[src/pslc_map.vh]
// register offsets, field positions and reset values of the pwm script load slice
// included by the register slice, checker and bench, not by the store or irq bits; definitions only
`ifndef PSLC_MAP_VH
`define PSLC_MAP_VH
`define PSLC_ADDR_IRQ_CLEAR 8'h7c
`define PSLC_ADDR_WR_PTR 8'h7d
`define PSLC_ADDR_WORD_PORT 8'h7e
`define PSLC_ADDR_SLAVE_MAKER 8'h80
`define PSLC_CLR_SCRIPT_MSB 5
`define PSLC_CLR_SCRIPT_LSB 3
`define PSLC_CLR_CYCLE_MSB 2
`define PSLC_CLR_CYCLE_LSB 0
`define PSLC_PTR_RESET 7'h00
`define PSLC_PTR_INVALID 7'h60
`define PSLC_SLAVE_RESET 7'h44
// maker code value is arbitrary, chosen for this slice only
`define PSLC_MAKER_CODE 8'h5a
`endif

[src/pslc_irq_bits.v]
// one timer's cycle-done and script-done sticky pending bits with masking
// assumes event and clear strobes are one-cycle pulses on CLOCK_IN
`timescale 1ns/1ps
module pslc_irq_bits (
  input wire clk_in,
  input wire rst_in,
  input wire cycle_event_in,
  input wire script_event_in,
  input wire cycle_clear_in,
  input wire script_clear_in,
  input wire cycle_mask_in,
  input wire script_mask_in,
  output wire [1:0] raw_out,
  output wire [1:0] masked_out
);
  reg cycle_q;
  reg script_q;

  // set wins over a clear landing in the same cycle, so no event is lost
  always @(posedge clk_in or posedge rst_in) begin
    if (rst_in) begin
      cycle_q <= 1'b0;
      script_q <= 1'b0;
    end else begin
      cycle_q <= cycle_event_in | (cycle_q & ~cycle_clear_in);
      script_q <= script_event_in | (script_q & ~script_clear_in);
    end
  end

  // clearing the raw bit clears the masked view too
  assign raw_out = {script_q, cycle_q};
  assign masked_out = {script_q & script_mask_in, cycle_q & cycle_mask_in};
endmodule // pslc_irq_bits

[src/pslc_regs.v]
// host register slice of the pwm unit: irq clear, script pointer, script port,
// and the shared slave address / maker code location.
// assumes a byte-level slave front end delivering write strobes, read
// strobes, a transaction start and stop pulse, all synchronous to CLOCK_IN.
`timescale 1ns/1ps
`include "pslc_map.vh"
module pslc_regs #(
  parameter TIMERS = 3,
  parameter SLOTS = 96
) (
  input wire CLOCK_IN,
  input wire RST_IN,
  input wire [7:0] REG_ADDR_IN,
  input wire [7:0] WR_DATA_IN,
  input wire WR_STROBE_IN,
  input wire RD_STROBE_IN,
  input wire XFER_START_IN,
  input wire BUS_STOP_IN,
  output reg [7:0] RD_DATA_OUT,
  output wire NEXT_ADDR_INC_OUT,
  input wire [2:0] CYCLE_DONE_IN,
  input wire [2:0] SCRIPT_DONE_IN,
  input wire [2:0] CYCLE_MASK_IN,
  input wire [2:0] SCRIPT_MASK_IN,
  output wire [5:0] RAW_IRQ_STATUS_OUT,
  output wire [5:0] MASKED_IRQ_STATUS_OUT,
  input wire [6:0] SCRIPT_RD_ADDR_IN,
  output wire [15:0] SCRIPT_RD_DATA_OUT,
  output reg [6:0] SLAVE_ADDR_OUT
);
  // pointer field width, fixed by the seven-bit slot index
  localparam PTR_W = 7;

  // pointer and byte pairing state
  reg [6:0] ptr_q;
  reg [6:0] ptr_d;
  reg [7:0] high_byte_q;
  reg [7:0] high_byte_d;
  reg have_high_q;
  reg have_high_d;

  // slave address staging
  reg [6:0] slave_pend_q;
  reg [6:0] slave_pend_d;
  reg slave_pend_valid_q;
  reg slave_pend_valid_d;
  reg [6:0] slave_addr_d;

  // read path and store write side
  reg [7:0] rd_data_d;
  reg word_wr;
  reg [15:0] word_data;

  // decode and status wiring
  wire wr_clear;
  wire wr_ptr;
  wire wr_port;
  wire wr_slave;
  wire pair_reset;
  wire ptr_ok;
  wire [5:0] clr_bits;
  wire [2:0] cycle_clr;
  wire [2:0] script_clr;
  wire [1:0] raw_t [0:2];
  wire [1:0] msk_t [0:2];
  wire [2:0] raw_cycle;
  wire [2:0] raw_script;
  wire [2:0] msk_cycle;
  wire [2:0] msk_script;

  // one strobe at one register address; shared by every write decode
  function addr_hit;
    input strobe;
    input [7:0] addr;
    input [7:0] place;
    begin
      addr_hit = strobe && (addr == place);
    end
  endfunction

  // values from 96 up name no slot and must never reach the store
  function ptr_in_range;
    input [6:0] ptr;
    begin
      ptr_in_range = (ptr < `PSLC_PTR_INVALID);
    end
  endfunction

  // one step is one whole word; a step from 95 only lands in the invalid range
  function [6:0] ptr_step;
    input [6:0] ptr;
    begin
      ptr_step = ptr + 7'h01;
    end
  endfunction

  // address decode for host writes
  assign wr_clear = addr_hit(WR_STROBE_IN, REG_ADDR_IN, `PSLC_ADDR_IRQ_CLEAR);
  assign wr_ptr = addr_hit(WR_STROBE_IN, REG_ADDR_IN, `PSLC_ADDR_WR_PTR);
  assign wr_port = addr_hit(WR_STROBE_IN, REG_ADDR_IN, `PSLC_ADDR_WORD_PORT);
  assign wr_slave = addr_hit(WR_STROBE_IN, REG_ADDR_IN, `PSLC_ADDR_SLAVE_MAKER);

  // transaction edges end any half-built word
  assign pair_reset = XFER_START_IN || BUS_STOP_IN;
  assign ptr_ok = ptr_in_range(ptr_q);

  // clear strobes are not stored: write-only, self-clearing by design
  assign clr_bits = wr_clear ? WR_DATA_IN[5:0] : 6'h00;

  // reserved bits 7:6 never reach a pending bit
  assign cycle_clr = clr_bits[`PSLC_CLR_CYCLE_MSB:`PSLC_CLR_CYCLE_LSB];
  assign script_clr = clr_bits[`PSLC_CLR_SCRIPT_MSB:`PSLC_CLR_SCRIPT_LSB];

  // the front end holds the address on the script port instead of incrementing
  assign NEXT_ADDR_INC_OUT = (REG_ADDR_IN != `PSLC_ADDR_WORD_PORT);

  // per-timer pending bits, clear bit positions taken from the map
  genvar t;
  generate
    for (t = 0; t < TIMERS; t = t + 1) begin : g_timer
      pslc_irq_bits u_bits (
        .clk_in(CLOCK_IN),
        .rst_in(RST_IN),
        .cycle_event_in(CYCLE_DONE_IN[t]),
        .script_event_in(SCRIPT_DONE_IN[t]),
        .cycle_clear_in(cycle_clr[t]),
        .script_clear_in(script_clr[t]),
        .cycle_mask_in(CYCLE_MASK_IN[t]),
        .script_mask_in(SCRIPT_MASK_IN[t]),
        .raw_out(raw_t[t]),
        .masked_out(msk_t[t])
      );
    end
  endgenerate

  // split each timer pair into the cycle and script groups, timer 0 lowest
  generate
    for (t = 0; t < TIMERS; t = t + 1) begin : g_pack
      assign raw_cycle[t] = raw_t[t][0];
      assign raw_script[t] = raw_t[t][1];
      assign msk_cycle[t] = msk_t[t][0];
      assign msk_script[t] = msk_t[t][1];
    end
  endgenerate

  // status packing: script-done in 5:3, cycle-done in 2:0
  assign RAW_IRQ_STATUS_OUT = {raw_script, raw_cycle};
  assign MASKED_IRQ_STATUS_OUT = {msk_script, msk_cycle};

  // word assembly: first byte is high, second completes the word
  always @* begin
    word_wr = 1'b0;
    word_data = {high_byte_q, WR_DATA_IN};
    ptr_d = ptr_q;
    high_byte_d = high_byte_q;
    have_high_d = have_high_q;
    if (wr_ptr) begin
      ptr_d = WR_DATA_IN[6:0];
    end else if (wr_port && have_high_q) begin
      // invalid pointer drops the word and leaves the pointer alone
      if (ptr_ok) begin
        word_wr = 1'b1;
        ptr_d = ptr_step(ptr_q);
      end
    end
    // pairing flag flips per port byte; a bus edge drops a lone byte
    if (pair_reset) begin
      have_high_d = 1'b0;
    end else if (wr_port) begin
      have_high_d = ~have_high_q;
      if (!have_high_q) begin
        high_byte_d = WR_DATA_IN;
      end
    end
  end

  // pointer and byte pairing registers
  always @(posedge CLOCK_IN or posedge RST_IN) begin
    if (RST_IN) begin
      ptr_q <= `PSLC_PTR_RESET;
      high_byte_q <= 8'h00;
      have_high_q <= 1'b0;
    end else begin
      ptr_q <= ptr_d;
      high_byte_q <= high_byte_d;
      have_high_q <= have_high_d;
    end
  end

  // storage is written only on the second byte of a pair
  pslc_script_store #(
    .SLOTS(SLOTS),
    .AW(PTR_W)
  ) u_store (
    .clk_in(CLOCK_IN),
    .wr_in(word_wr),
    .wr_addr_in(ptr_q),
    .wr_data_in(word_data),
    .rd_addr_in(SCRIPT_RD_ADDR_IN),
    .rd_data_out(SCRIPT_RD_DATA_OUT)
  );

  // slave address: staged on write, applied only at the next stop
  always @* begin
    slave_pend_d = slave_pend_q;
    slave_pend_valid_d = slave_pend_valid_q;
    slave_addr_d = SLAVE_ADDR_OUT;
    if (wr_slave) begin
      slave_pend_d = WR_DATA_IN[7:1];
      slave_pend_valid_d = 1'b1;
    end else if (BUS_STOP_IN && slave_pend_valid_q) begin
      slave_addr_d = slave_pend_q;
      slave_pend_valid_d = 1'b0;
    end
  end

  // applying mid-transaction would drop the host that is talking now
  always @(posedge CLOCK_IN or posedge RST_IN) begin
    if (RST_IN) begin
      slave_pend_q <= `PSLC_SLAVE_RESET;
      slave_pend_valid_q <= 1'b0;
      SLAVE_ADDR_OUT <= `PSLC_SLAVE_RESET;
    end else begin
      slave_pend_q <= slave_pend_d;
      slave_pend_valid_q <= slave_pend_valid_d;
      SLAVE_ADDR_OUT <= slave_addr_d;
    end
  end

  // read data: write-only locations read zero, shared address returns maker code
  always @* begin
    rd_data_d = RD_DATA_OUT;
    if (RD_STROBE_IN) begin
      case (REG_ADDR_IN)
        `PSLC_ADDR_WR_PTR: rd_data_d = {1'b0, ptr_q};
        `PSLC_ADDR_SLAVE_MAKER: rd_data_d = `PSLC_MAKER_CODE;
        `PSLC_ADDR_IRQ_CLEAR: rd_data_d = 8'h00;
        `PSLC_ADDR_WORD_PORT: rd_data_d = 8'h00;
        default: rd_data_d = 8'h00;
      endcase
    end
  end

  // read byte held until the next read strobe
  always @(posedge CLOCK_IN or posedge RST_IN) begin
    if (RST_IN) begin
      RD_DATA_OUT <= 8'h00;
    end else begin
      RD_DATA_OUT <= rd_data_d;
    end
  end
endmodule // pslc_regs

[src/pslc_script_store.v]
// script slot memory: three timers of 32 sixteen-bit words each
// assumes the caller only writes with a valid pointer
`timescale 1ns/1ps
module pslc_script_store #(
  parameter SLOTS = 96,
  parameter AW = 7
) (
  input wire clk_in,
  input wire wr_in,
  input wire [AW-1:0] wr_addr_in,
  input wire [15:0] wr_data_in,
  input wire [AW-1:0] rd_addr_in,
  output reg [15:0] rd_data_out
);
  reg [15:0] mem [0:SLOTS-1];

  // registered read port for the pattern engines; no reset on storage
  always @(posedge clk_in) begin
    if (wr_in) begin
      mem[wr_addr_in] <= wr_data_in;
    end
    rd_data_out <= mem[rd_addr_in];
  end
endmodule // pslc_script_store
[config.mk]
export PLATFORM = sky130hd
export DESIGN_NAME = pslc_regs
export DESIGN_NICKNAME = d
export VERILOG_FILES = /design/src/pslc_irq_bits.v /design/src/pslc_regs.v /design/src/pslc_script_store.v
export VERILOG_INCLUDE_DIRS = /design/src
export SDC_FILE = /design/constraint.sdc
export NUM_CORES = 1
export LEC_CHECK = 0
export ABC_AREA = 1
export BUFFER_PORTS_ARGS = -buffer_cell sky130_fd_sc_hd__buf_2
export CELL_PAD_IN_SITES_DETAIL_PLACEMENT = 0
export CELL_PAD_IN_SITES_GLOBAL_PLACEMENT = 1
export CORE_MARGIN = 8
export CORE_UTILIZATION = 32
export CTS_CLUSTER_SIZE = 16
export DETAILED_ROUTE_END_ITERATION = 8
export PLACE_DENSITY = 0.64
export SLEW_MARGIN = 5
export SYNTH_ARGS = -nofsm -noshare
export SYNTH_HDL_FRONTEND = slang
export SYNTH_HIERARCHICAL = 1
export SYNTH_SLANG_ARGS = --single-unit
[constraint.sdc]
create_clock -name CLOCK_IN -period 7.9 [get_ports CLOCK_IN]
set_clock_uncertainty 0.05 [all_clocks]
set_input_delay 0 -clock CLOCK_IN [delete_from_list [all_inputs] [get_ports CLOCK_IN]]
set_output_delay 0 -clock CLOCK_IN [all_outputs]
set_load 0.1 [all_outputs]
==> run metrics, run 1 <==
area taken by multi-input logic gates=between 15000 and 20000 sq um; area delta synth->final=13.6%; Tightest Pin Transition=1.14 ns; CTS-repair resized insts=0; Clock Latency Late Sink=around 0.81 ns; Fin. Hold Viols=0; fmax=251 MHz; num rows=165; CTS root buf=clkbuf_16; cells after synthesis=5479; max_cap viols=0; most common cell in the netlist=nand2_1; Worst Path Arrival=4.43 ns; P_int=14.1 mW; routed wl met2=93.4 mm; CP startpoint=REG_ADDR_IN[7]; Die X-Extent=467 microns; Initial Utilization=32.2%; Final Setup Violations=0; I/O pins=85; Worst VDD drop=163 uV; setup slack after layout=3.91 ns; clock sink count=1596; vias post-DR=42593; switching power=4.47 mW; Critical Path Fanout Max=17; Overflow after GRT=0; Top delay family on crit path=buffers and inverters; PortBufs=83; run status=completed; pin count of the biggest net entering global routing=~180; crit share post-route=50.5%; Setup CP Type=in2reg; non-filler instance count after layout=8408; setup TNS=0 ns; Synth Cell Area=65000 sq um; CTS tree=built; ys async rst share=2.76%; Synth top area share=70.9%; drt first pass iters=6; Post-synth top cells=nand2_1, edfxtp_1, nand3_1; vias in the first global route=41040; DRC=0; fin util=36.5%; Hold Path Class=in2reg; Routed Wire Length=197 mm; Final Cell Area=between 70000 and 80000 sq um; DR iter-0 viols=4174; clock power share=between 40% and 50%; clk slew on worst S/H paths=~0.06 ns; Setup crit start kind=input pin; GP Congestion=between 0.8 and 0.9; worst r2r src=ptr_q[5]; Hold Startpoint=XFER_START_IN; vias per cell=5.07; sequential share of power=51.9%; Crit. End Element=flip-flop; Metal-1 WL=around 86 mm; EDFF count, synth=about 1500; Detailed Place HPWL=109 mm; dominant cell type by area after synthesis=edfxtp_1; number of distinct library cells after synthesis=37; max incr delay on CP=0.77 ns; first-pass GRT wire length=~290 mm; Area contributors post-synth=edfxtp_1, nand2_1, nand3_1; DR WL/cell=23.4 microns; dpl cells=8038; slowest CP cell=dlygate4sd3_1; Critical Path RT=8.35 ns; fillers=between 15000 and 20000; critical-path cell list=dlygate4sd3_1, buf_2, inv_1, nand2_1, nor2_2, dlygate4sd3_1, nand3_2, dlygate4sd3_1, nor2_4, nand2_1, buf_4, nor2_1, buf_4; Final Max Tran Viols=0; RSZ-0062 raised after global routing=false; syn_area_per_cell=roughly 12 sq um; pre-CTS WS=4.18 ns; antenna viol nets, final=0; initial antenna violation count=9; Chip Height=467 microns; Final nets=5638; leakage power=about 26 nW; Top Layer Used=met4; combinational share of power=7.1%; TritonCTS Buffers=167; crit path buf inv count=7; crit path time final=3.99 ns; prevailing post-synth register cell=edfxtp_1; CTS Buffer Depth=3; share of cells above drive strength 1=slightly below 9%; Syn Nets=5521; dpl cell area=68000 sq um; core area=between 200000 and 250000 sq um; FF+latch count, synth=1596; DR WL met3=12.7 mm; PD cells=between 200 and 300 nW/um^2; Seq. cell area=47600 sq um; Yosys warnings=6; most frequent CP cell=dlygate4sd3_1; Total Routing Usage GR=17.6%; switching share of power=24.1%; Die ar.=roughly 220000 sq um; H-tree Lvls=4; Max-slew headroom=23.9%; sequential share of the synthesized area=73.1%
[through the flow]
stage,power [mW],hold slack (ns)
4_1_cts,18.7,0.00294
6_report,18.6,0.0599
3_5_place_dp,11.1,-0.158
5_1_grt,19.1,0.0655
2_1_floorplan,10.5,-0.309
3_3_place_gp,11.1,-0.160
[registers in the layout (all words and copies together) (netlist names)]
| register | flops |
|---|---|
| g_timer.u_bits/script_q | 3 |
| SLAVE_ADDR_OUT | 7 |
| u_store/rd_data_out | 16 |
| ptr_q | 7 |
| g_timer.u_bits/cycle_q | 3 |
| RD_DATA_OUT | 7 |
| have_high_q | 1 |
| high_byte_q | 8 |
| u_store/mem | 1536 |
| slave_pend_valid_q | 1 |
| slave_pend_q | 7 |
[layer usage]
| metal | vias to the layer above | track usage [%] |
|---|---|---|
| li1 | 19510 | - |
| met1 | 21408 | 24.6 |
| met2 | 1435 | 28.8 |
| met3 | 240 | 2.73 |
| met4 | 0 | 4.55 |
| met5 | - | 0 |
[worst paths after layout]
path                                             endpoint  slack, ns  cells past startpoint
worst max-delay path                   u_store/mem[25][2]       3.91                     13
worst min-delay path                       high_byte_q[0]       0.06                      5
worst max register to register         u_store/mem[25][2]       4.71                      7
worst min register to register            slave_pend_q[6]       0.42                      2
max in group asynchronous                  high_byte_q[4]       6.95                      5
min in group asynchronous       g_timer[1].u_bits/cycle_q       0.17                      4
[repair_timing]
item                                   CTS  global route
endpoints found under the hold margin  453             0
hold buffers                            61             0
setup buffers                            0             0
[placed cells by master, fill, tap and decap left out, types with 5 or more instances in the layout]
cell | synthesis | final
dfxtp_1 | 16 | 16
o21ai_0 | 110 | 110
bufinv_16 | 0 | 6
dfrtp_4 | 0 | 8
clkbuf_16 | 0 | 173
o221ai_1 | 16 | 16
diode_2 | 0 | 6
buf_4 | 37 | 153
nor2_2 | 1 | 15
inv_1 | 58 | 57
nor2_1 | 295 | 281
edfxtp_1 | 1536 | 1536
o211ai_1 | 16 | 16
buf_2 | 124 | 71
a21oi_1 | 97 | 97
dfrtp_1 | 40 | 32
nand3_1 | 1060 | 1060
o31ai_1 | 50 | 50
clkinv_1 | 1 | 36
nor3_1 | 9 | 9
clkinv_2 | 0 | 22
dlygate4sd3_1 | 0 | 61
o21ai_1 | 12 | 12
buf_12 | 0 | 6
nand2_1 | 1781 | 1781
inv_6 | 0 | 5
clkbuf_1 | 69 | 42
clkbuf_8 | 0 | 14
[layout make-up]
cell class / instances / area share [%]
Tap cell: 2672 / 4.53
Clock buffer: 229 / 6.34
Clock inverter: 74 / 0.751
Timing Repair Buffer: 294 / 3.08
Antenna cell: 6 / 0.0203
Sequential cell: 1596 / 64.4
Inverter: 66 / 0.369
Multi-Input combinational cell: 3471 / 20.5
[kinds of logic (layout without fill, tap and decap cells)]
group	after synthesis	after routing	share of synthesized area (%)
buffers and inverters	412	663	3.68
adders and majority gates	1	1	0.0192
other	1	7	0.00577
DFF	1596	1596	73.1
AOI/OAI and AO/OA	305	305	2.70
and+or+nand+nor	3161	3161	20.4
xor gates and xnor gates	3	3	0.0404
[worst reg2reg max path: stages, from the launching register on]
cell     delay, ns
dfrtp_1       0.46
a21oi_1       0.26
inv_1         0.11
nor2_4        0.40
nand2_1       0.56
buf_4         0.36
nor2_1        0.35
buf_4         0.33
[power groups by stage]
stage	Clock [mW]	Sequential (mW)	Combinational (mW)
floorplan	0	9.89	0.612
global placement	0	9.81	1.29
detailed placement	0	9.82	1.29
CTS	7.74	9.64	1.32
global route	8.05	9.64	1.41
finish	7.61	9.63	1.31
Note: power is estimated with default switching activity, not from simulation.
==> run 2, diff against run 1 <==
==> constraint.sdc (replaced) <==
create_clock -name CLOCK_IN -period 3.7 [get_ports CLOCK_IN]
set_clock_uncertainty 0.05 [all_clocks]
set_input_delay 0 -clock CLOCK_IN [delete_from_list [all_inputs] [get_ports CLOCK_IN]]
set_output_delay 0 -clock CLOCK_IN [all_outputs]
set_load 0.1 [all_outputs]
==> run metrics, run 2 (synthesis results as in run 1) <==
pin count of the biggest net entering global routing=194; R2R Setup Slk=between 0.8 and 0.9 ns; vias in the first global route=40534; Hold Path Class=in2reg; DR WL/cell=22.9 microns; crit path time final=3.30 ns; Worst VDD drop=463 uV; crit share post-route=89.3%; Top reg by flops=u_store/mem; fin util=a little under two fifths; setup TNS=0 ns; worst setup path end=high_byte_q[2]; Critical Path Fanout Max=12; Die ar.=218000 sq um; num rows=165; DRC=0; Setup crit start kind=input pin; Final Setup Violations=0; antenna viol nets, final=0; drt first pass iters=6; clk slew on worst S/H paths=0.06 ns; Setup Fix Bufs, Post-CTS=0; Final Total Pwr=roughly 40 mW; Setup CP Type=in2reg; I/O pins=85; GP Congestion=0.870; CTS-repair resized insts=0; fmax=approximately 300 MHz; Die X-Extent=467 microns; Initial Utilization=32.2%; Detailed Place HPWL=about 110 mm; most common cell after layout, fill and taps aside=nand2_1; Seq. cell area=47600 sq um; Crit. End Element=flip-flop; leakage power=26.7 nW; max_cap viols=0; most frequent cells in the layout=nand2_1, edfxtp_1, nand3_1; worst r2r src=ptr_q[6]; run status=completed; Routed Wire Length=194 mm; Max-slew headroom=about 28%; area taken by multi-input logic gates=between 15000 and 20000 sq um; largest registers=u_store/mem (1536), u_store/rd_data_out (16), high_byte_q (8); Critical Path RT=roughly 4.3 ns; vias per cell=around 5; Total Routing Usage GR=17.3%; vias post-DR=42514; core area=just over 200000 sq um; number of flip-flops in the largest register=1536; RR Endpoint=u_store/mem[73][0]; H-tree Lvls=4; CTS Buffer Depth=3; TritonCTS Buffers=165; CTS root buf=clkbuf_16; share of cells above drive strength 1=9.92%; Overflow after GRT=0; Reg2Reg Depth=5; Worst Path Arrival=3.94 ns; clock sink count=approximately 1600; WHS=approximately 0.08 ns; PD cells=544 nW/um^2; area delta synth->final=15.1%; CTS tree=built; RSZ-0062 raised after global routing=false; initial antenna violation count=7; DR iter-0 viols=4444; Final Max Tran Viols=0; Final nets=5689; PortBufs=83; Fin. Hold Viols=0; Chip Height=between 400 and 500 microns; CP startpoint=REG_ADDR_IN[4]; first-pass GRT wire length=around 280 mm; Tightest Pin Transition=1.09 ns; Clock Latency Late Sink=roughly 0.8 ns; fillers=19391
## run 2: critical path: stages
cell and delay, ns:
dlygate4sd3_1 0.52, buf_2 0.12, nand2_1 0.04, dlygate4sd3_1 0.56, nor2_2 0.10, dlygate4sd3_1 0.54, buf_4 0.18, nand3_2 0.15
nand2_4 0.09, dlygate4sd3_1 0.78, nand2_4 0.14, nand2_1 0.10, nand2_1 0.06, dlygate4sd3_1 0.55
## run 2: metrics by stage
stage,cells,cell area [sq um],setup WS (ns)
after floorplan,5479,65000,1.08
after global placement,8088,68700,0.916
after detailed placement,8088,68700,0.897
after CTS,8450,74900,0.475
after global routing,8451,74900,0.256
final,8453,74900,0.396
## run 2: area by class of cell
class	count	share of cell area [%]
clock inverters	97	1.53
repair buffers	347	4.00
clock buffers	201	5.88
well taps	2672	4.47
flip-flops and latches	1596	63.6
diodes	3	0.0100
multi-input cells	3471	20.2
inverters	66	0.364
## run 2: per-layer routing
layer  share of wire [%]  wire length [microns]  vias to the layer above  GRT usage, %
met1                  43                  83900                    21201          24.0
met4                 2.9                   5590                        0          5.32
met3                 6.9                  13300                      247          3.16
met5                   0                      0                        -             0
met2                  47                  91100                     1444          27.7
li1                    -                      -                    19622             -
## run 2: what timing repair did
item                                    4_1_cts  5_1_grt
endpoints found under the hold margin       730        0
endpoints found under the setup margin        0        0
hold buffers                                 64        0
## run 2: worst min path at each step
stage / from / end / cells after the start / slack (ns)
6_report: XFER_START_IN / high_byte_q[3] / 5 / 0.08
5_1_grt: XFER_START_IN / high_byte_q[6] / 5 / 0.08
4_1_cts: XFER_START_IN / high_byte_q[6] / 5 / 0.03
3_5_place_dp: RST_IN / g_timer[1].u_bits/cycle_q / 2 / -0.16
3_3_place_gp: RST_IN / g_timer[0].u_bits/cycle_q / 2 / -0.16
2_1_floorplan: RST_IN / g_timer[0].u_bits/cycle_q / 1 / -0.31
## run 2: report_power, final
group / internal, mW / switching [mW] / total, mW
clock: 10.1 / 7.00 / 17.1
combinational: 0.634 / 2.27 / 2.90
sequential: 20.3 / 0.407 / 20.7
